--- src/core/cim_pkg.sv ---
// Package for the counter input measurement engine: modes, field codes and constants.
// Assumes a single 250 MHz clock domain; all users import the whole package.
package cim_pkg;

  localparam int CNT_W      = 32;  // Count register width
  localparam int MODE_W     = 3;   // Width of the measurement mode field
  localparam int DIR_W      = 2;   // Width of the direction select field
  localparam int BUF_DEPTH  = 2;   // Entries of the output buffer
  localparam int BUF_IDX_W  = 1;   // Index width of the output buffer
  localparam int DATA_W     = 33;  // Word width: phase flag plus count
  localparam logic [CNT_W-1:0] CNT_RESET = 32'h0000_0000;  // Count after reset

  // Measurement modes
  localparam logic [MODE_W-1:0] MODE_EDGE_DEMAND = 3'h0;
  localparam logic [MODE_W-1:0] MODE_EDGE_SCLK   = 3'h1;
  localparam logic [MODE_W-1:0] MODE_PW_SINGLE   = 3'h2;
  localparam logic [MODE_W-1:0] MODE_PW_IMPL     = 3'h3;
  localparam logic [MODE_W-1:0] MODE_PW_SCLK     = 3'h4;
  localparam logic [MODE_W-1:0] MODE_PULSE_IMPL  = 3'h5;
  localparam logic [MODE_W-1:0] MODE_PULSE_SCLK  = 3'h6;
  localparam logic [MODE_W-1:0] MODE_SEMI_IMPL   = 3'h7;

  // Direction select
  localparam logic [DIR_W-1:0] DIR_UP  = 2'h0;
  localparam logic [DIR_W-1:0] DIR_DN  = 2'h1;
  localparam logic [DIR_W-1:0] DIR_EXT = 2'h2;

  // Measurement sequencer states
  typedef enum logic [1:0] {CIM_IDLE, CIM_WAIT, CIM_RUN, CIM_DONE} cim_state_t;

endpackage
--- src/core/cim_buffer.sv ---
// Two-entry valid/ready buffer between the capture logic and the stream engine.
// Assumes source and sink share the one clock; data held in flip-flops.
`timescale 1ns/1ns
module cim_buffer
  import cim_pkg::*;
(
  input  wire logic              clock,
  input  wire logic              rst,
  input  wire logic              inValid,
  output logic                   inReady,
  input  wire logic [DATA_W-1:0] inData,
  output logic                   outValid,
  input  wire logic              outReady,
  output logic      [DATA_W-1:0] outData
);

  logic [DATA_W-1:0]  mem_r [BUF_DEPTH];
  logic [BUF_IDX_W:0] count_r;
  logic [BUF_IDX_W-1:0] wrIdx_r;
  logic [BUF_IDX_W-1:0] rdIdx_r;
  logic               push;
  logic               pop;

  // Honest full and empty from the occupancy count
  assign inReady  = (count_r != 2'(BUF_DEPTH));
  assign outValid = (count_r != 2'h0);
  assign push     = inValid && inReady;
  assign pop      = outValid && outReady;
  assign outData  = mem_r[rdIdx_r];

  // Storage write; no reset needed on the data itself
  always_ff @(posedge clock) begin
    if (push) begin
      mem_r[wrIdx_r] <= inData;
    end
  end

  // Pointers and occupancy
  always_ff @(posedge clock or posedge rst) begin
    if (rst) begin
      wrIdx_r <= '0;
      rdIdx_r <= '0;
      count_r <= '0;
    end else begin
      if (push) begin
        wrIdx_r <= wrIdx_r + 1'b1;
      end
      if (pop) begin
        rdIdx_r <= rdIdx_r + 1'b1;
      end
      count_r <= count_r + {1'b0, push} - {1'b0, pop};
    end
  end

endmodule

--- src/core/cim_counter.sv ---
// Counter input engine: edge count, pulse-width, pulse and semi-period capture.
// Assumes source, gate, direction and sample clock are asynchronous pins; one clock.
`timescale 1ns/1ns

////////////////////////////////////////////////////////////////////////////////
// Summary of operation
// - Edge counting counts selected source edges only after arming.
// - Live count readable at any time without disturbing counting.
// - Active pause trigger blocks source edges; inactive lets them count.
// - Pause comes from gate; polarity chosen by configuration.
// - Buffered edge count samples the count on each active sample clock edge.
// - Samples are cumulative since arm; sample clock never clears count.
// - Configuration picks rising or falling sample clock edge.
// - Direction: always up, always down, or up/down from direction input.
// - Pulse-width counts source edges while gate pulse is active.
// - Arming during an active pulse skips it; start at next activation.
// - Single pulse-width stores count once at gate inactive, then stops.
// - Implicit buffered pulse-width stores count at each trailing gate edge.
// - Sample-clocked pulse-width stores last completed width on each sample after a completed pulse.
// - Sample-clocked pulse modes flag overrun when no pulse completed.
// - Pulse mode counts source edges in both gate high and low phases.
// - Implicit pulse stores at every gate edge, starting at chosen edge.
// - Sample-clocked pulse stores high and low ticks of last pulse.
// - Semi-period stores count between each pair of gate edges.
// - First stored phase selectable for implicit pulse and semi-period.
// - Pulse and semi-period share capture; only grouping differs.
// - Semi-period offers only implicit timing, no sample clock.
// - Buffered values drain to the host through a streaming port.
// - Count register is thirty-two bits wide.
module cim_counter
  import cim_pkg::*;
(
  input  wire logic              clock,
  input  wire logic              rst,
  input  wire logic              sourcePin,
  input  wire logic              gatePin,
  input  wire logic              dirPin,
  input  wire logic              sampleClkPin,
  input  wire logic              arm,
  input  wire logic              disarm,
  input  wire logic [MODE_W-1:0] mode,
  input  wire logic              sourceFalling,
  input  wire logic              sampleFalling,
  input  wire logic              pauseOnHigh,
  input  wire logic              pauseEnable,
  input  wire logic              measureLow,
  input  wire logic              first_phase_select,
  input  wire logic              semi_period_first_phase_select,
  input  wire logic [DIR_W-1:0]  dirSelect,
  input  wire logic [CNT_W-1:0]  initialCount,
  output logic      [CNT_W-1:0]  countValue,
  output logic                   armed,
  output logic                   done,
  output logic                   overrun,
  output logic                   dropped,
  output logic                   streamValid,
  input  wire logic              streamReady,
  output logic      [DATA_W-1:0] streamData
);

  ////////////////////////////////////////////////////////////////////////////////
  // Pin synchronisers and edge detection

  logic [3:0] pinMeta_r;
  logic [3:0] pinSync_r;
  logic [3:0] pinPrev_r;
  logic       srcS, gateS, dirS, sclkS;

  // Three flops per pin, two to synchronise and one for edge detect; the first stage feeds only the second
  always_ff @(posedge clock or posedge rst) begin
    if (rst) begin
      pinMeta_r <= 4'h0;
      pinSync_r <= 4'h0;
      pinPrev_r <= 4'h0;
    end else begin
      pinMeta_r <= {sampleClkPin, dirPin, gatePin, sourcePin};
      pinSync_r <= pinMeta_r;
      pinPrev_r <= pinSync_r;
    end
  end

  assign srcS  = pinSync_r[0];
  assign gateS = pinSync_r[1];
  assign dirS  = pinSync_r[2];
  assign sclkS = pinSync_r[3];

  logic srcEdge, gateRise, gateFall, gateEdge, sclkEdge;

  // Selectable source and sample clock polarity
  assign srcEdge  = sourceFalling ? (pinPrev_r[0] && !srcS) : (!pinPrev_r[0] && srcS);
  assign gateRise = !pinPrev_r[1] && gateS;
  assign gateFall = pinPrev_r[1] && !gateS;
  assign gateEdge = gateRise || gateFall;
  assign sclkEdge = sampleFalling ? (pinPrev_r[3] && !sclkS) : (!pinPrev_r[3] && sclkS);

  ////////////////////////////////////////////////////////////////////////////////
  // Mode decode

  logic isEdge, isPw, isPulse, isSclkMode, gateActive, gateToActive, gateToIdle;

  assign isEdge     = (mode == MODE_EDGE_DEMAND) || (mode == MODE_EDGE_SCLK);
  assign isPw       = (mode == MODE_PW_SINGLE) || (mode == MODE_PW_IMPL)
                      || (mode == MODE_PW_SCLK);
  // Pulse and semi-period share one capture path
  assign isPulse    = (mode == MODE_PULSE_IMPL) || (mode == MODE_PULSE_SCLK)
                      || (mode == MODE_SEMI_IMPL);
  // Semi-period has no sampled variant in the mode set
  assign isSclkMode = (mode == MODE_PW_SCLK) || (mode == MODE_PULSE_SCLK);
  assign gateActive   = measureLow ? !gateS : gateS;
  assign gateToActive = measureLow ? gateFall : gateRise;
  assign gateToIdle   = measureLow ? gateRise : gateFall;

  ////////////////////////////////////////////////////////////////////////////////
  // Sequencer

  cim_state_t state_r;
  logic       startPhase;
  logic       startEdge;

  // Chosen first phase: high first starts at a rising gate edge; sampled pairs
  // always open at a rise so every pair closes high then low
  assign startPhase = (mode == MODE_SEMI_IMPL)  ? semi_period_first_phase_select
                    : (mode == MODE_PULSE_SCLK) ? 1'b1
                                                : first_phase_select;
  assign startEdge  = isPulse ? (startPhase ? gateRise : gateFall) : gateToActive;

  // Edge modes run at once; gate modes wait for a clean start edge
  always_ff @(posedge clock or posedge rst) begin
    if (rst) begin
      state_r <= CIM_IDLE;
    end else if (disarm) begin
      state_r <= CIM_IDLE;
    end else if (arm) begin
      state_r <= isEdge ? CIM_RUN : CIM_WAIT;
    end else begin
      unique case (state_r)
        CIM_IDLE: state_r <= CIM_IDLE;
        CIM_WAIT: begin
          if (startEdge) begin
            state_r <= CIM_RUN;
          end
        end
        CIM_RUN: begin
          if (mode == MODE_PW_SINGLE && gateToIdle) begin
            state_r <= CIM_DONE;
          end
        end
        CIM_DONE: state_r <= CIM_DONE;
      endcase
    end
  end

  assign armed = (state_r != CIM_IDLE);
  assign done  = (state_r == CIM_DONE);

  ////////////////////////////////////////////////////////////////////////////////
  // Count register

  logic             running;
  logic             paused;
  logic             countUp;
  logic             srcCounts;
  logic [CNT_W-1:0] count_r;
  logic [CNT_W-1:0] count_nxt;
  logic             pwBoundary;

  assign running = (state_r == CIM_RUN);
  // Pause only applies to edge counting and comes from the gate level
  assign paused  = isEdge && pauseEnable && (pauseOnHigh ? gateS : !gateS);
  assign countUp = (dirSelect == DIR_UP) || ((dirSelect == DIR_EXT) && dirS);
  assign srcCounts = running && srcEdge && !paused
                     && (isEdge || isPulse || (isPw && gateActive));
  // Gate boundaries that close a measurement interval
  assign pwBoundary = running && (isPw ? gateToIdle : (isPulse && gateEdge));

  always_comb begin
    count_nxt = count_r;
    if (srcCounts) begin
      count_nxt = countUp ? count_r + 32'h0000_0001 : count_r - 32'h0000_0001;
    end
  end

  // Arm loads the initial value; sample clock never touches the count
  always_ff @(posedge clock or posedge rst) begin
    if (rst) begin
      count_r <= CNT_RESET;
    end else if (arm) begin
      count_r <= initialCount;
    end else if (isEdge) begin
      count_r <= count_nxt;
    end else if (pwBoundary || state_r == CIM_WAIT) begin
      count_r <= initialCount;
    end else begin
      count_r <= count_nxt;
    end
  end

  // Live count needs no handshake; reading it has no side effect
  assign countValue = count_r;

  ////////////////////////////////////////////////////////////////////////////////
  // Last completed measurement for sample-clocked modes

  logic [CNT_W-1:0] lastHigh_r;
  logic [CNT_W-1:0] lastLow_r;
  logic             fresh_r;
  logic             sampleTake;
  logic             pairClose;

  assign sampleTake = running && isSclkMode && sclkEdge;
  // A pulse completes when its trailing phase ends
  assign pairClose  = running && (isPw ? gateToIdle : (isPulse && gateRise));

  always_ff @(posedge clock or posedge rst) begin
    if (rst) begin
      lastHigh_r <= CNT_RESET;
      lastLow_r  <= CNT_RESET;
    end else if (running && isPulse && gateFall) begin
      lastHigh_r <= count_nxt;
    end else if (running && isPulse && gateRise) begin
      lastLow_r  <= count_nxt;
    end else if (running && isPw && gateToIdle) begin
      lastHigh_r <= count_nxt;
    end
  end

  // Completion flag: new pulse wins over the sample's clear
  always_ff @(posedge clock or posedge rst) begin
    if (rst) begin
      fresh_r <= 1'b0;
    end else if (arm) begin
      fresh_r <= 1'b0;
    end else if (pairClose) begin
      fresh_r <= 1'b1;
    end else if (sampleTake) begin
      fresh_r <= 1'b0;
    end
  end

  // Sticky overrun until the next arm; set wins over the arm clear
  always_ff @(posedge clock or posedge rst) begin
    if (rst) begin
      overrun <= 1'b0;
    end else if (sampleTake && !fresh_r && !pairClose) begin
      overrun <= 1'b1;
    end else if (arm) begin
      overrun <= 1'b0;
    end
  end

  ////////////////////////////////////////////////////////////////////////////////
  // Capture into the buffer; sample-clocked pulse pairs go out as two words, high first

  logic              capValid;
  logic [DATA_W-1:0] capData;
  logic              capReady;
  logic              pendLow_r;
  logic [CNT_W-1:0]  pendWord_r;
  logic              implPush;

  assign implPush = running && (
      (mode == MODE_EDGE_SCLK && sclkEdge)
    || ((mode == MODE_PW_SINGLE || mode == MODE_PW_IMPL) && gateToIdle)
    || ((mode == MODE_PULSE_IMPL || mode == MODE_SEMI_IMPL) && gateEdge));

  // Word selection; bit 32 marks a high phase
  always_comb begin
    capValid = 1'b0;
    capData  = '0;
    if (pendLow_r) begin
      capValid = 1'b1;
      capData  = {1'b0, pendWord_r};
    end else if (implPush) begin
      capValid = 1'b1;
      capData  = {isPulse ? gateFall : !measureLow,
                  isEdge ? count_r : count_nxt};
    end else if (sampleTake && fresh_r) begin
      capValid = 1'b1;
      capData  = {1'b1, lastHigh_r};
    end
  end

  // Second half of a pulse pair waits one slot; drop is flagged, not stalled
  always_ff @(posedge clock or posedge rst) begin
    if (rst) begin
      pendLow_r  <= 1'b0;
      pendWord_r <= CNT_RESET;
    end else if (arm) begin
      pendLow_r <= 1'b0;
    end else if (pendLow_r && capReady) begin
      pendLow_r <= 1'b0;
    end else if (!pendLow_r && !implPush && sampleTake && fresh_r
                 && mode == MODE_PULSE_SCLK && capReady) begin
      pendLow_r  <= 1'b1;
      pendWord_r <= lastLow_r;
    end
  end

  // Sticky loss flag: a capture with a full buffer cannot wait for the pins
  always_ff @(posedge clock or posedge rst) begin
    if (rst) begin
      dropped <= 1'b0;
    end else if ((implPush || (sampleTake && fresh_r)) && (pendLow_r || !capReady)) begin
      dropped <= 1'b1;
    end else if (arm) begin
      dropped <= 1'b0;
    end
  end

  // Stream toward host memory through the two-entry buffer
  cim_buffer u_buf (
    .clock    (clock),
    .rst      (rst),
    .inValid  (capValid),
    .inReady  (capReady),
    .inData   (capData),
    .outValid (streamValid),
    .outReady (streamReady),
    .outData  (streamData)
  );

  ////////////////////////////////////////////////////////////////////////////////
  // Checks

  AST_NO_COUNT_UNARMED: assert property (@(posedge clock) disable iff (rst)
    (state_r == CIM_IDLE && !arm) |=> $stable(count_r))
    else $error("count moved while unarmed");

  AST_PAUSE_HOLDS: assert property (@(posedge clock) disable iff (rst)
    (paused && !arm && isEdge) |=> $stable(count_r))
    else $error("count moved while paused");

  AST_ARM_LOADS: assert property (@(posedge clock) disable iff (rst)
    arm |=> (count_r == $past(initialCount)))
    else $error("arm did not load initial count");

  AST_SCLK_NO_CLEAR: assert property (@(posedge clock) disable iff (rst)
    (mode == MODE_EDGE_SCLK && running && sclkEdge && !srcEdge && !arm && !disarm)
      |=> (count_r == $past(count_r)))
    else $error("sample clock disturbed count");

  AST_EDGE_SAMPLE_PUSH: assert property (@(posedge clock) disable iff (rst)
    (mode == MODE_EDGE_SCLK && running && sclkEdge && !pendLow_r)
      |-> (capValid && capData[CNT_W-1:0] == count_r))
    else $error("sample clock edge not captured");

  AST_SINGLE_STOPS: assert property (@(posedge clock) disable iff (rst)
    (state_r == CIM_DONE && !arm) |-> !capValid)
    else $error("single pulse-width stored twice");

  AST_OVERRUN: assert property (@(posedge clock) disable iff (rst)
    (sampleTake && !fresh_r && !pairClose && !arm) |=> overrun)
    else $error("overrun not flagged");

  AST_DIR_DOWN: assert property (@(posedge clock) disable iff (rst)
    (srcCounts && dirSelect == DIR_DN && !arm && isEdge)
      |=> (count_r == $past(count_r) - 32'h0000_0001))
    else $error("down count wrong");

  AST_ARM_ACTIVE_WAITS: assert property (@(posedge clock) disable iff (rst)
    (arm && !isEdge && !disarm) |=> (state_r == CIM_WAIT && !capValid))
    else $error("armed measurement started without a start edge");

endmodule

--- config.mk ---
export PLATFORM = sky130hd
export DESIGN_NAME = cim_counter
export DESIGN_NICKNAME = d
export VERILOG_FILES = /design/src/core/cim_pkg.sv /design/src/core/cim_buffer.sv /design/src/core/cim_counter.sv
export SDC_FILE = /design/constraint.sdc
export NUM_CORES = 1
export LEC_CHECK = 0
export ABC_AREA = 1
export BUFFER_PORTS_ARGS = -buffer_cell sky130_fd_sc_hd__buf_2
export CORE_MARGIN = 8
export CORE_UTILIZATION = 60
export CTS_BUF_LIST = sky130_fd_sc_hd__clkbuf_2
export DETAILED_ROUTE_END_ITERATION = 10
export MAX_ROUTING_LAYER = met4
export PLACE_DENSITY = 0.86
export REMOVE_ABC_BUFFERS = 1
export SETUP_SLACK_MARGIN = 0.02
export SKIP_LAST_GASP = 1
export SLEW_MARGIN = 15
export SYNTH_ARGS = -nofsm -noshare
export SYNTH_HDL_FRONTEND = slang
export SYNTH_HIERARCHICAL = 1
export SYNTH_SLANG_ARGS = --single-unit
export TNS_END_PERCENT = 30
--- constraint.sdc ---
create_clock -name clock -period 6.5 [get_ports clock]
set_input_delay 0.65 -clock clock [delete_from_list [all_inputs] [get_ports clock]]
set_output_delay 0.65 -clock clock [all_outputs]
set_load 0.02 [all_outputs]
# Word level (Yosys, flattened, before mapping)

Memory sizes are Yosys's and may differ from the RTL's.
Index checks and enable logic that the tools add are counted.

Add/sub/neg operators: 6
Reductions and logical operators: 84
Eq/ne operators: 15
Bitwise operators: 3
Muxes and demuxes: 45

Operators by type and width:

| operator                                             | count |
|---|---|
| two-way mux 32 bit                                   | 9 |
| two-way mux 33 bit                                   | 3 |
| logical AND 1 bit                                    | 41 |
| adder 32 x 1 -> 32 bit (second input constant)       | 1 |
| subtractor 32 x 1 -> 32 bit (second input constant)  | 1 |
| two-way mux 1 bit                                    | 27 |
| logical OR 1 bit                                     | 16 |
| zero test 1 bit                                      | 13 |
| equality test 3 bit (second input constant)          | 4 |
| two-way mux 2 bit                                    | 5 |
| nonzero test 2 bit                                   | 5 |
| one-hot mux 2 bit (4 select lines)                   | 1 |
| equality test 2 bit (second input constant)          | 3 |
| equality test 3 x 2 -> 1 bit (second input constant) | 2 |
| AND reduction 2 bit                                  | 3 |
| nonzero test 3 bit                                   | 2 |
| zero test 2 bit                                      | 2 |
| != test 2 bit (second input constant)                | 2 |
| != test 4 x 3 -> 1 bit (second input constant)       | 1 |
| != test 4 bit (second input constant)                | 1 |
| equality test 3 x 1 -> 1 bit (second input constant) | 1 |
| zero test 3 bit                                      | 1 |
| inverter 1 bit                                       | 3 |
| AND reduction 3 bit                                  | 1 |
| 4 further kinds                                      | 5 |

Input port bits: 53
Memories kept: 1
RAM bits: 66
Flip-flop bits (word level): 150

Memories:

| memory      | words | width | rd ports | clocked after Yosys merged registers in | wr ports | RTL line         | RTL |
|---|---|---|---|---|---|---|---|
| u_buf.mem_r | 2     | 33    | 1        | 0                                       | 1        | cim_buffer.sv:17 | `logic [DATA_W-1:0] mem_r [BUF_DEPTH];` |

# Depth between registers and ports, before layout

Gate-level depths: netlist (run 1).

Word-level depth: 16
Depth in mapped cells: 21
Mapped depth without buffers: 21

# Modules after synthesis

The synthesis (run 1) kept the hierarchy.

Modules (own cells, without submodules):

| module      | sequential area each (um2) | cells an instance | area an instance (um2) | instances |
|---|---|---|---|---|
| cim_counter | 3628.5                     | 1331              | 9462.8                 | 1 |
| cim_buffer  | 2082.0                     | 206               | 2657.5                 | 1 |

# Worst setup path after synthesis (run 1)

OpenSTA, ideal clock, no wires.

Path kind: input to register
From: in dirSelect[1]
To: mem u_buf.mem_r[0][13] (data pin)
Stages: 14
Data required time: 6.237 ns
Slack: 2.618 ns
Library setup time: 0.263 ns
Arrival time: 3.620 ns
Cell sequence: inv_1 o21bai_1 ha_1 nand2_1 nand3_1 nand2_1 nand2_1 nand2_1 nand2_1 or2_2 nand3_1 nand2_1 o21ai_1 a21oi_1

Longest elaborated chain between the ends: 8

Ends and longest elaborated chain:

| what                  | RTL line           | RTL |
|---|---|---|
| start: declaration    | cim_counter.sv:49  | `input wire logic [DIR_W-1:0] dirSelect,` |
| equality test 2 bit   | cim_counter.sv:170 | `assign countUp = (dirSelect == DIR_UP) \|\| ((dirSelect == DIR_EXT) && dirS);` |
| logical AND 1 bit     | cim_counter.sv:170 |  |
| logical OR 1 bit *    | cim_counter.sv:170 |  |
| two-way mux 32 bit *  | cim_counter.sv:179 | `count_nxt = countUp ? count_r + 32'h0000_0001 : count_r - 32'h0000_0001;` |
| two-way mux 32 bit *  | cim_counter.sv:178 | `if (srcCounts) begin` |
| two-way mux 32 bit *  | cim_counter.sv:276 | `isEdge ? count_r : count_nxt};` |
| two-way mux 33 bit *  | cim_counter.sv:273 | `end else if (implPush) begin` |
| two-way mux 33 bit *  | cim_counter.sv:270 | `if (pendLow_r) begin` |
| named net capData[13] | cim_counter.sv:255 | `logic [DATA_W-1:0] capData;` |
| end: declaration      | cim_buffer.sv:17   |  |

The timed path passes the listed nets; every way through them passes the cells marked *.

# Worst setup path in the final report (run 1)

From: reg pinSync_r[1]
To: mem u_buf.mem_r[0][11], enable pin

Longest elaborated chain between the ends: 12

Ends and longest elaborated chain:

| what                                      | RTL line           | RTL |
|---|---|---|
| start: declaration                        | cim_counter.sv:65  | `logic [3:0] pinSync_r;` |
| start signal: assignment                  | cim_counter.sv:77  | `pinSync_r <= pinMeta_r;` |
| zero test 1 bit                           | cim_counter.sv:92  | `assign gateFall = pinPrev_r[1] && !gateS;` |
| logical AND 1 bit                         | cim_counter.sv:92  |  |
| two-way mux 1 bit                         | cim_counter.sv:111 | `assign gateToIdle = measureLow ? gateRise : gateFall;` |
| logical AND 1 bit                         | cim_counter.sv:263 | `\|\| ((mode == MODE_PW_SINGLE \|\| mode == MODE_PW_IMPL) && gateToIdle)` |
| logical OR 1 bit                          | cim_counter.sv:263 |  |
| logical OR 1 bit *                        | cim_counter.sv:264 | `\|\| ((mode == MODE_PULSE_IMPL \|\| mode == MODE_SEMI_IMPL) && gateEdge));` |
| logical AND 1 bit *                       | cim_counter.sv:261 | `assign implPush = running && (` |
| two-way mux 1 bit *                       | cim_counter.sv:273 |  |
| two-way mux 1 bit *                       | cim_counter.sv:270 |  |
| named net capValid                        | cim_counter.sv:254 | `logic capValid;` |
| logical AND 1 bit *                       | cim_buffer.sv:27   | `assign push = inValid && inReady;` |
| two-way mux 1 bit *                       | cim_buffer.sv:33   | `if (push) begin` |
| two-way mux 1 bit (implied by the code) * | cim_buffer.sv:34   | `mem_r[wrIdx_r] <= inData;` |

Marked as above.

==> out/qor.yml, run 1 <==
critical_path:
  crit_type: "reg2reg"
  start_kind: "flop"
  crit_required_ns: 6.99
  path_max_fanout: 31
  critPathArrivalTime_ns: 3.95
  endpoint_kind: "flop"
final_layout:
  drive_gt1_share_pct: 18.3
  regArea_mm2: 0.00571
  layout_commonest_cell: "nand2_1"
  multi_input_area_mm2: 0.00541
  area_delta_synth_final_pct: 11.5
  nNetsFinal: 1771
  design_area_mm2: 0.0135
  fillCellCount: 1696
  final_cell_mix: "nand2_1 (492), inv_1 (167), nor2_1 (156), dfrtp_1 (149), buf_2 (122)"
routing:
  vias: 10800
  first_pass_iters: 6
  routedWlPerCell_um: 16.5
  drtIter0Drc: 1003
  viasPerCell: 5.43
  drc: 0
  wirelength_mm: 32.9
  antenna_left: 0
synthesis:
  ys_seq_elements: 215
  syn_area_per_cell_um2: 7.89
  yosys_warnings: 6
  syn_inst: 1537
  synth_edf_count: 66
  ys_seq_area_share_pct: 47.1
  netlist_area_mm2: 0.0121
  synthArstFlopShare_pct: 69.3
  ys.flop_type: "dfrtp_1"
  ys_types: 53
run_status:
  outcome: "completed"
floorplan:
  die_area_mm2: 0.0250
  core_mm2: 0.0200
  die_h_um: 158
  std_cell_rows: 52
  io_pins: 123
  start_util_pct: 60.5
  die_x_um: 158
timing:
  slew_violations: 0
  setup_slack_ns: 3.04
  grt_setup_unrepaired: "false"
  hold_viol: 0
  post-route-period-util_pct: 53.3
  fmax_mhz: 289
  slew-limit-headroom_pct: 30.5
  whs_ns: 0.0509
  setup_tns_ns: 0
  clock_skew_ns: 0.0720
  worst_slew_pin_slew_ns: 1.04
  setup_violations: 0
  post-route-min-period_ns: 3.46
worst_hold_path:
  min_path_type: "in2reg"
cts:
  numCtsBuffers: 54
  insertion_delay_ns: 0.85
  post_cts_resized: 0
  clock-root-buffer: "clkbuf_2"
  cts_sinks: 215
  cts_tree: "built"
  cts.clk_slew.worst_paths_ns: 0.10
  htree_levels: 2
  cts_buffer_depth: 3
power:
  power_leakage_nw: 7.09
  p_per_area_mw_per_mm2: 296
  ir_drop_v: 0.000163
global_routing:
  grt_overflow_total: 0
  first_global_vias: 10600
  grt_pass1_wl_mm: 52.8
  grt_max_degree: 82
  grt.total_usage_pct: 27.3
  antenna_found_initial: 1
placement:
  dpl.hpwl_mm: 22.3
  gp_congestion: 0.930
  place_area_mm2: 0.0129
  place_ws_ns: 2.52
  numPortBuffers: 122
job:
  cap_viol_max_count: 0
cells by family (layout without fill, tap and decap cells):
family | Yosys count | in the layout | synth area share (%)
compound gates | 253 | 253 | 11.5
xor+xnor | 9 | 9 | 0.650
buf+inv | 238 | 426 | 8.36
flops | 215 | 215 | 47.1
other cells | 0 | 1 | 0
mux | 27 | 27 | 2.79
fa+ha+maj | 34 | 34 | 3.57
simple gates | 761 | 761 | 26.0
worst paths after layout:
path / end / startpoint / slack (ns) / cells past startpoint
worst max-delay path: u_buf/mem_r[0][11] / pinSync_r[1] / 3.04 / 15
worst min-delay path: countValue[17] / initialCount[17] / 0.05 / 3
worst max register to register: u_buf/mem_r[0][11] / pinSync_r[1] / 3.04 / 15
worst min register to register: pinSync_r[2] / pinMeta_r[2] / 0.34 / 0
max in group asynchronous: lastHigh_r[3] / rst / 4.55 / 4
min in group asynchronous: u_buf/count_r[1] / rst / 0.28 / 3
Yosys cell counts (5+ instances only):
cell type    n  area [um2]
nand3_1     63         315
nand2_1    492        1850
mux2_4       9         135
o21ai_0     25         125
nand3b_1     5        37.5
buf_2        9        45.0
inv_1      168         631
or2_2        5        31.3
xnor2_1      5        43.8
edfxtp_1    66        1980
a31oi_1     30         188
nand3_2     11         110
and2_1       5        31.3
nor2_1     157         589
nor2_2       5        31.3
inv_2       12        45.0
nand2_2      5        31.3
clkbuf_1    29         109
buf_4        5        37.5
a21oi_1    100         500
mux2_2      18         203
dfrtp_1    149        3730
ha_1        33         413
buf_6       10         113
o21ai_1     74         370
flip-flops by register name, indices dropped and copies added (netlist names), 2 cells and up:
signal	flops
u_buf/mem_r	66
pendWord_r	32
u_buf/count_r	2
lastLow_r	32
lastHigh_r	32
countValue	32
pinSync_r	4
pinMeta_r	4
state_r	2
pinPrev_r	3
critical path, stage by stage (launching register included):
cell and delay (ns):
dfrtp_1 0.45, inv_1 0.08, ha_1 0.28, inv_1 0.09, o21a_1 0.18, inv_2 0.07
nand3_1 0.08, o211ai_1 0.10, nand2_1 0.07, buf_4 0.27, inv_1 0.25, nor2_1 0.10
nand2_1 0.15, nand2_2 0.12, nor2_4 0.57, buf_16 0.25
routing by layer:
layer / track usage (%) / share of wire [%] / vias to the layer above
li1: - / - / 5291
met1: 34.7 / 41 / 4978
met2: 44.8 / 48 / 512
met3: 3.93 / 8.4 / 64
met4: 8.40 / 2.3 / 0
met5: - / 0 / -
power by group:
group | switching (mW) | internal [mW]
sequential | 0.137 | 1.59
combinational | 0.923 | 0.429
clock | 0.538 | 0.390
total | 1.60 | 2.41
stage by stage:
step | power [mW] | instances | util (%)
6_report | 4.01 | 1996 | 67.5
5_1_grt | 4.28 | 1996 | 67.5
4_1_cts | 4.01 | 1991 | 67.1
3_5_place_dp | 3.08 | 1886 | 64.2
3_3_place_gp | 3.05 | 1886 | 64.2
2_1_floorplan | 2.64 | 1482 | -
cell type report:
| class | instances | share of cell area, % |
|---|---|---|
| Timing Repair Buffer | 146 | 6.33 |
| Antenna cell | 1 | 0.0185 |
| Clock buffer | 87 | 3.22 |
| Sequential cell | 215 | 42.2 |
| Multi-Input combinational cell | 1084 | 40.0 |
| Tap cell | 270 | 2.50 |
| Inverter | 183 | 5.15 |
| Clock inverter | 10 | 0.500 |
what timing repair did:
item                                    4_1_cts  5_1_grt
endpoints found under the setup margin        0        0
hold buffers                                  8        2
setup buffers                                 0        0
hold endpoints to repair                     75        2
Power figures use the tool's default switching activity.
==> inputs of run 2 (changes only) <==
Settings changed: CORE_UTILIZATION 60 to 56, PLACE_DENSITY 0.86 to 0.84.
Clock period 6.5 ns to 2.9 ns, I/O delays scaled along.
==> out/qor.yml, run 2 (synthesis gave the netlist of run 1 again) <==
cts:
  cts.clk_slew.worst_paths_ns: 0.10  # about the same
  cts_sinks: 215  # unchanged
  cts_buffer_depth: 3  # unchanged
  numCtsBuffers: 53  # -1.9%
  insertion_delay_ns: 0.81  # -0.04 ns
  htree_levels: 2  # unchanged
  cts_tree: "built"
  clock-root-buffer: "clkbuf_2"
placement:
  place_area_mm2: 0.0131  # +1.8%
  numPortBuffers: 122  # unchanged
  dpl.hpwl_mm: 23.5  # +5.3%
  gp_congestion: 0.965  # +3.8%
power:
  p_clk_share_pct: 21.8  # -1.4 points
  p_per_area_mw_per_mm2: 633  # +110%
  p_total_mw: 9.04  # +130%
  combPwrFrac_pct: 35.3  # +1.6 points
  power_leakage_nw: 7.39  # +4.3%
  seqPwrFrac_pct: 42.8  # -0.3 points
  swShare_pct: 40.3  # +0.37 points
  ir_drop_v: 0.000377  # +130%
  power_switching_mw: 3.64  # +130%
  p_int_mw: 5.40  # +120%
global_routing:
  grt.total_usage_pct: 26.3  # -1.0 points
  first_global_vias: 10900  # +2.6%
  antenna_found_initial: 1  # unchanged
  grt_pass1_wl_mm: 54.9  # +3.9%
  grt_overflow_total: 0  # unchanged
  grt_max_degree: 76  # -7.3%
critical_path:
  r2r_cells: 13  # -2
  critPathMostFrequentCell: "buf_4"
  cp_num_buf_inv: 5  # -1
  crit_type: "reg2reg"
  start_kind: "flop"
  endpoint_kind: "flop"
  critPathTopFamily: "buffers and inverters"
  crit_cells: 13  # -2
  critPathSlowestCell: "dfrtp_1"
  critPathArrivalTime_ns: 3.40  # -0.55 ns
  path_max_fanout: 7  # -77%
  path_cells: "o21bai_4, clkbuf_16, clkbuf_4, buf_4, fa_1, buf_4, nand2_1, nand3_1, buf_4, xnor2_1, o21ai_1, o21ai_0, a21oi_1"
  crit_required_ns: 3.50  # -3.49 ns
  max_stage_delay_ns: 0.38  # -0.19 ns
timing:
  clock_skew_ns: 0.0561  # -0.0160 ns
  fmax_mhz: 356  # +23%
  worst_slew_pin_slew_ns: 0.703  # -0.340 ns
  post-route-period-util_pct: 96.8  # +44 points
  slew-limit-headroom_pct: 53.1  # +23 points
  post-route-min-period_ns: 2.81  # -0.653 ns
  hold_viol: 0  # unchanged
  grt_setup_unrepaired: "true"
  setup_violations: 0  # unchanged
  slew_violations: 0  # unchanged
floorplan:
  start_util_pct: 56.2  # -4.2 points
  core_mm2: 0.0216  # +7.6%
  die_h_um: 163  # +3.2%
  die_x_um: 163  # +3.2%
  std_cell_rows: 54  # +3.8%
  io_pins: 123  # unchanged
  die_area_mm2: 0.0266  # +6.4%
final_layout:
  layout_commonest_cell: "nand2_1"
  area_delta_synth_final_pct: 18.0
  fillCellCount: 1790  # +5.5%
  drive_gt1_share_pct: 20.9  # +2.7 points
  top_register: "u_buf/mem_r"
  design_area_mm2: 0.0143  # +5.8%
  nNetsFinal: 1834  # +3.6%
  final_cell_mix: "nand2_1 (479), inv_1 (167), nor2_1 (152), dfrtp_1 (149), buf_2 (122)"
  largest_register_ffs: 66  # unchanged
job:
  cap_viol_max_count: 0  # unchanged
routing:
  vias: 11200  # +3.1%
  first_pass_iters: 5  # -1
  drtIter0Drc: 1024  # +2.1%
  routedWlPerCell_um: 16.5  # about the same
  viasPerCell: 5.40  # -0.69%
  wirelength_mm: 34.2  # +3.9%
  drc: 0  # unchanged
  antenna_left: 0  # unchanged
worst_hold_path:
  min_delay_path_depth: 5  # +2
  min_path_type: "in2reg"
run_status:
  outcome: "completed"
-- run 2: cell count changes in the layout (fill, tap and decap cells not counted), sizes merged --
| cell | change |
|---|---|
| buf | +24 |
| bufinv | -1 |
| clkbuf | -3 |
| clkinv | +11 |
| dlygate4sd3 | +37 |
| inv | -1 |
-- run 2: routing by layer --
metal	up-vias	wire length, um	GRT usage [%]
li1	5416	-	-
met1	5181	14200	33.5
met2	522	16400	42.3
met3	67	2780	4.36
met4	0	834	8.80
met5	-	0	-
-- run 2: path summary, 6_finish.rpt --
kind                                           to  slack (ns)         start
worst max-delay path            u_buf/mem_r[1][6]        0.09  pinSync_r[2]
worst min-delay path                      overrun        0.10       mode[0]
worst max register to register  u_buf/mem_r[1][6]        0.09  pinSync_r[2]
worst min register to register       pinSync_r[1]        0.35  pinMeta_r[1]
max in group asynchronous           lastHigh_r[2]        1.97           rst
min in group asynchronous                 dropped        0.18           rst
-- run 2: area by class of cell --
type                    instances  area, um2  share of cell area [%]
flip-flops and latches        215       5710                    39.9
multi-input cells            1084       5560                    38.9
repair buffers                210       1500                    10.5
inverters                     183        696                    4.87
clock buffers                  81        405                    2.84
well taps                     280        350                    2.45
clock inverters                19       77.6                   0.543
diodes                          1       2.50                  0.0175
-- run 2: worst min-delay path, stage by stage --
cell and delay, ns:
buf_2 0.12, inv_1 0.09, nand4_4 0.13, nor2_1 0.04, a22o_1 0.16
-- run 2: stage by stage --
step / setup WS (ns) / utilization, % / hold WS [ns] / instances / TNS (ns)
after CTS: 0.0634 / 65.1 / 0.0190 / 2063 / 0
after global routing: -0.0521 / 66.3 / 0.0497 / 2073 / -0.692
after floorplan: -1.28 / - / 0.0561 / 1482 / -291.46
after detailed placement: 0.0974 / 60.7 / 0.221 / 1916 / 0
after global placement: 0.195 / 60.7 / 0.221 / 1916 / 0
final: 0.0916 / 66.3 / 0.104 / 2073 / 0
-- run 2: power groups by stage --
stage | clock network [mW] | registers (mW) | logic [mW]
after global routing | 2.18 | 3.93 | 3.54
final | 1.98 | 3.87 | 3.19
after detailed placement | 0 | 3.93 | 3.03
after global placement | 0 | 3.90 | 2.97
after CTS | 2.02 | 3.86 | 3.10
after floorplan | 0 | 3.96 | 1.96
-- run 2: timing repair --
| item | CTS | global route |
|---|---|---|
| hold buffers | 47 | 0 |
| gates resized for setup | 0 | 45 |
| setup buffers | 0 | 7 |
| hold endpoints to repair | 122 | 0 |
| setup endpoints to repair | 0 | 50 |
==> inputs of run 3 (changes only) <==
Settings changed: CORE_UTILIZATION 56 to 60, PLACE_DENSITY 0.84 to 0.86.
Clock period 2.9 ns to 3.2 ns, I/O delays scaled along.
==> out/qor.yml, run 3 (synthesis gave the netlist of run 1 again) <==
timing:
  fmax_mhz: 356  # about the same
  slew_violations: 0  # unchanged
  worst_slew_pin_slew_ns: 0.862  # +0.160 ns
  post-route-min-period_ns: 2.81  # -0.0000394 ns
  hold_viol: 0  # unchanged
  grt_setup_unrepaired: "false"
  setup_violations: 0  # unchanged
  post-route-period-util_pct: 87.8  # -9.1 points
  whs_ns: 0.0963  # -0.00726 ns
  clock_skew_ns: 0.0762  # +0.0202 ns
  slew-limit-headroom_pct: 42.5  # -11 points
placement:
  place_area_mm2: 0.0129  # -1.0%
  dpl.hpwl_mm: 22.6  # -3.9%
  numPortBuffers: 122  # unchanged
  gp_congestion: 0.966  # about the same
power:
  ir_drop_v: 0.000345  # -8.4%
  p_total_mw: 8.15  # -9.9%
  p_per_area_mw_per_mm2: 586  # -7.3%
  power_leakage_nw: 7.23  # -2.1%
cts:
  htree_levels: 2  # unchanged
  cts_hold_buf: 45  # -4.3%
  clock-root-buffer: "clkbuf_2"
  cts.clk_slew.worst_paths_ns: 0.10  # about the same
  insertion_delay_ns: 0.84  # +0.03 ns
  cts_tree: "built"
  cts_setup_buffers: 0  # unchanged
  post_cts_resized: 0  # unchanged
  numCtsBuffers: 52  # -1.9%
  cts_sinks: 215  # unchanged
  cts_buffer_depth: 3  # unchanged
final_layout:
  top_register: "u_buf/mem_r"
  multi_input_area_mm2: 0.00541  # -2.6%
  drive_gt1_share_pct: 17.7  # -3.2 points
  nNetsFinal: 1809  # -1.4%
  design_area_mm2: 0.0139  # -2.8%
  layout_commonest_cell: "nand2_1"
  area_delta_synth_final_pct: 14.7
  final_cell_mix: "nand2_1 (492), inv_1 (166), nor2_1 (156), dfrtp_1 (149), buf_2 (122)"
  regArea_mm2: 0.00571  # unchanged
  largest_register_ffs: 66  # unchanged
  fillCellCount: 1628  # -9.1%
global_routing:
  grt.total_usage_pct: 28.3  # +2.0 points
  grt_max_degree: 95  # +25%
  grt_overflow_total: 0  # unchanged
  grt_pass1_wl_mm: 54.6  # -0.58%
  antenna_found_initial: 1  # unchanged
  first_global_vias: 10900  # +0.10%
routing:
  drtIter0Drc: 920  # -10%
  vias: 11000  # -1.2%
  first_pass_iters: 5  # unchanged
  wirelength_mm: 33.8  # -1.3%
  routedWlPerCell_um: 16.6  # +0.54%
  drc: 0  # unchanged
  antenna_left: 0  # unchanged
  viasPerCell: 5.43  # +0.60%
critical_path:
  max_stage_delay_ns: 0.39  # about the same
  path_cells: "o21bai_2, buf_12, ha_1, nand2_1, inv_1, a21oi_1, nand2_1, nand2_1, nand2_1, or2_2, nand3_1, nand2_1, o21ai_1, a21oi_1"
  critPathMostFrequentCell: "nand2_1"
  critPathArrivalTime_ns: 3.38  # -0.02 ns
  start_kind: "flop"
  crit_type: "reg2reg"
  path_max_fanout: 32  # +25
  crit_required_ns: 3.77  # +0.27 ns
  endpoint_kind: "flop"
  critPathSlowestCell: "dfrtp_1"
floorplan:
  core_mm2: 0.0200  # -7.0%
  die_x_um: 158  # -3.1%
  std_cell_rows: 52  # -3.7%
  io_pins: 123  # unchanged
  die_h_um: 158  # -3.1%
  die_area_mm2: 0.0250  # -6.0%
  start_util_pct: 60.5  # +4.2 points
worst_hold_path:
  min_path_type: "in2reg"
run_status:
  outcome: "completed"
job:
  cap_viol_max_count: 0  # unchanged
-- run 3: cell types whose count changed in the layout (fill, tap and decap cells not counted), sizes merged --
| cell | change |
|---|---|
| dlygate4sd3 | -2 |
| clkinv | -5 |
| clkinvlp | +2 |
| inv | -1 |
| clkbuf | -4 |
| bufinv | +1 |
| buf | -19 |
-- run 3: layer usage --
layer | wire (um) | up-vias | global-route usage, % | part of all wire [%]
met5 | 0 | - | - | 0
met4 | 807 | 0 | 9.52 | 2.4
met3 | 2720 | 84 | 4.56 | 8.1
met2 | 16200 | 466 | 47.0 | 48
met1 | 14000 | 5120 | 34.8 | 41
li1 | - | 5377 | - | -
-- run 3: critical path, delay by kind of cell (launching register included) --
| kind | cells | cell delay (ns) |
|---|---|---|
| AND/OR/NAND/NOR | 7 | 0.99 |
| AO/OA/AOI/OAI | 4 | 0.54 |
| flip-flops | 1 | 0.39 |
| adder cells (fa/ha/maj) | 1 | 0.31 |
| buffers and inverters | 2 | 0.30 |
-- run 3: cell type report --
| cell class | instances | share of cell area [%] |
|---|---|---|
| Antenna cell | 1 | 0.0180 |
| Clock buffer | 80 | 2.88 |
| Clock inverter | 16 | 0.693 |
| Inverter | 183 | 5.01 |
| Multi-Input combinational cell | 1084 | 38.9 |
| Sequential cell | 215 | 41.1 |
| Tap cell | 270 | 2.43 |
| Timing Repair Buffer | 186 | 8.93 |
-- run 3: where the power goes --
part | switching (mW) | internal (mW)
logic | 1.86 | 0.903
clock network | 1.11 | 0.748
registers | 0.289 | 3.23
-- run 3: path summary, 6_finish.rpt --
path	from	end	slack, ns	cells past startpoint
max	pinSync_r[2]	u_buf/mem_r[0][15]	0.39	14
min	measureLow	u_buf/mem_r[1][32]	0.1	4
min reg2reg	pinMeta_r[2]	pinSync_r[2]	0.35	0
max in group asynchronous	rst	lastLow_r[30]	2.14	4
min in group asynchronous	rst	countValue[16]	0.21	3
max reg2reg	pinSync_r[2]	u_buf/mem_r[0][15]	0.39	14
-- run 3: per-stage QoR --
step	util (%)	instances	setup TNS (ns)	setup WS, ns
2_1_floorplan	-	1482	-191.95	-1.01
3_3_place_gp	64.6	1893	0	0.389
3_5_place_dp	64.6	1893	0	0.371
4_1_cts	69.3	2034	0	0.429
5_1_grt	69.3	2035	0	0.0926
6_report	69.3	2035	0	0.392
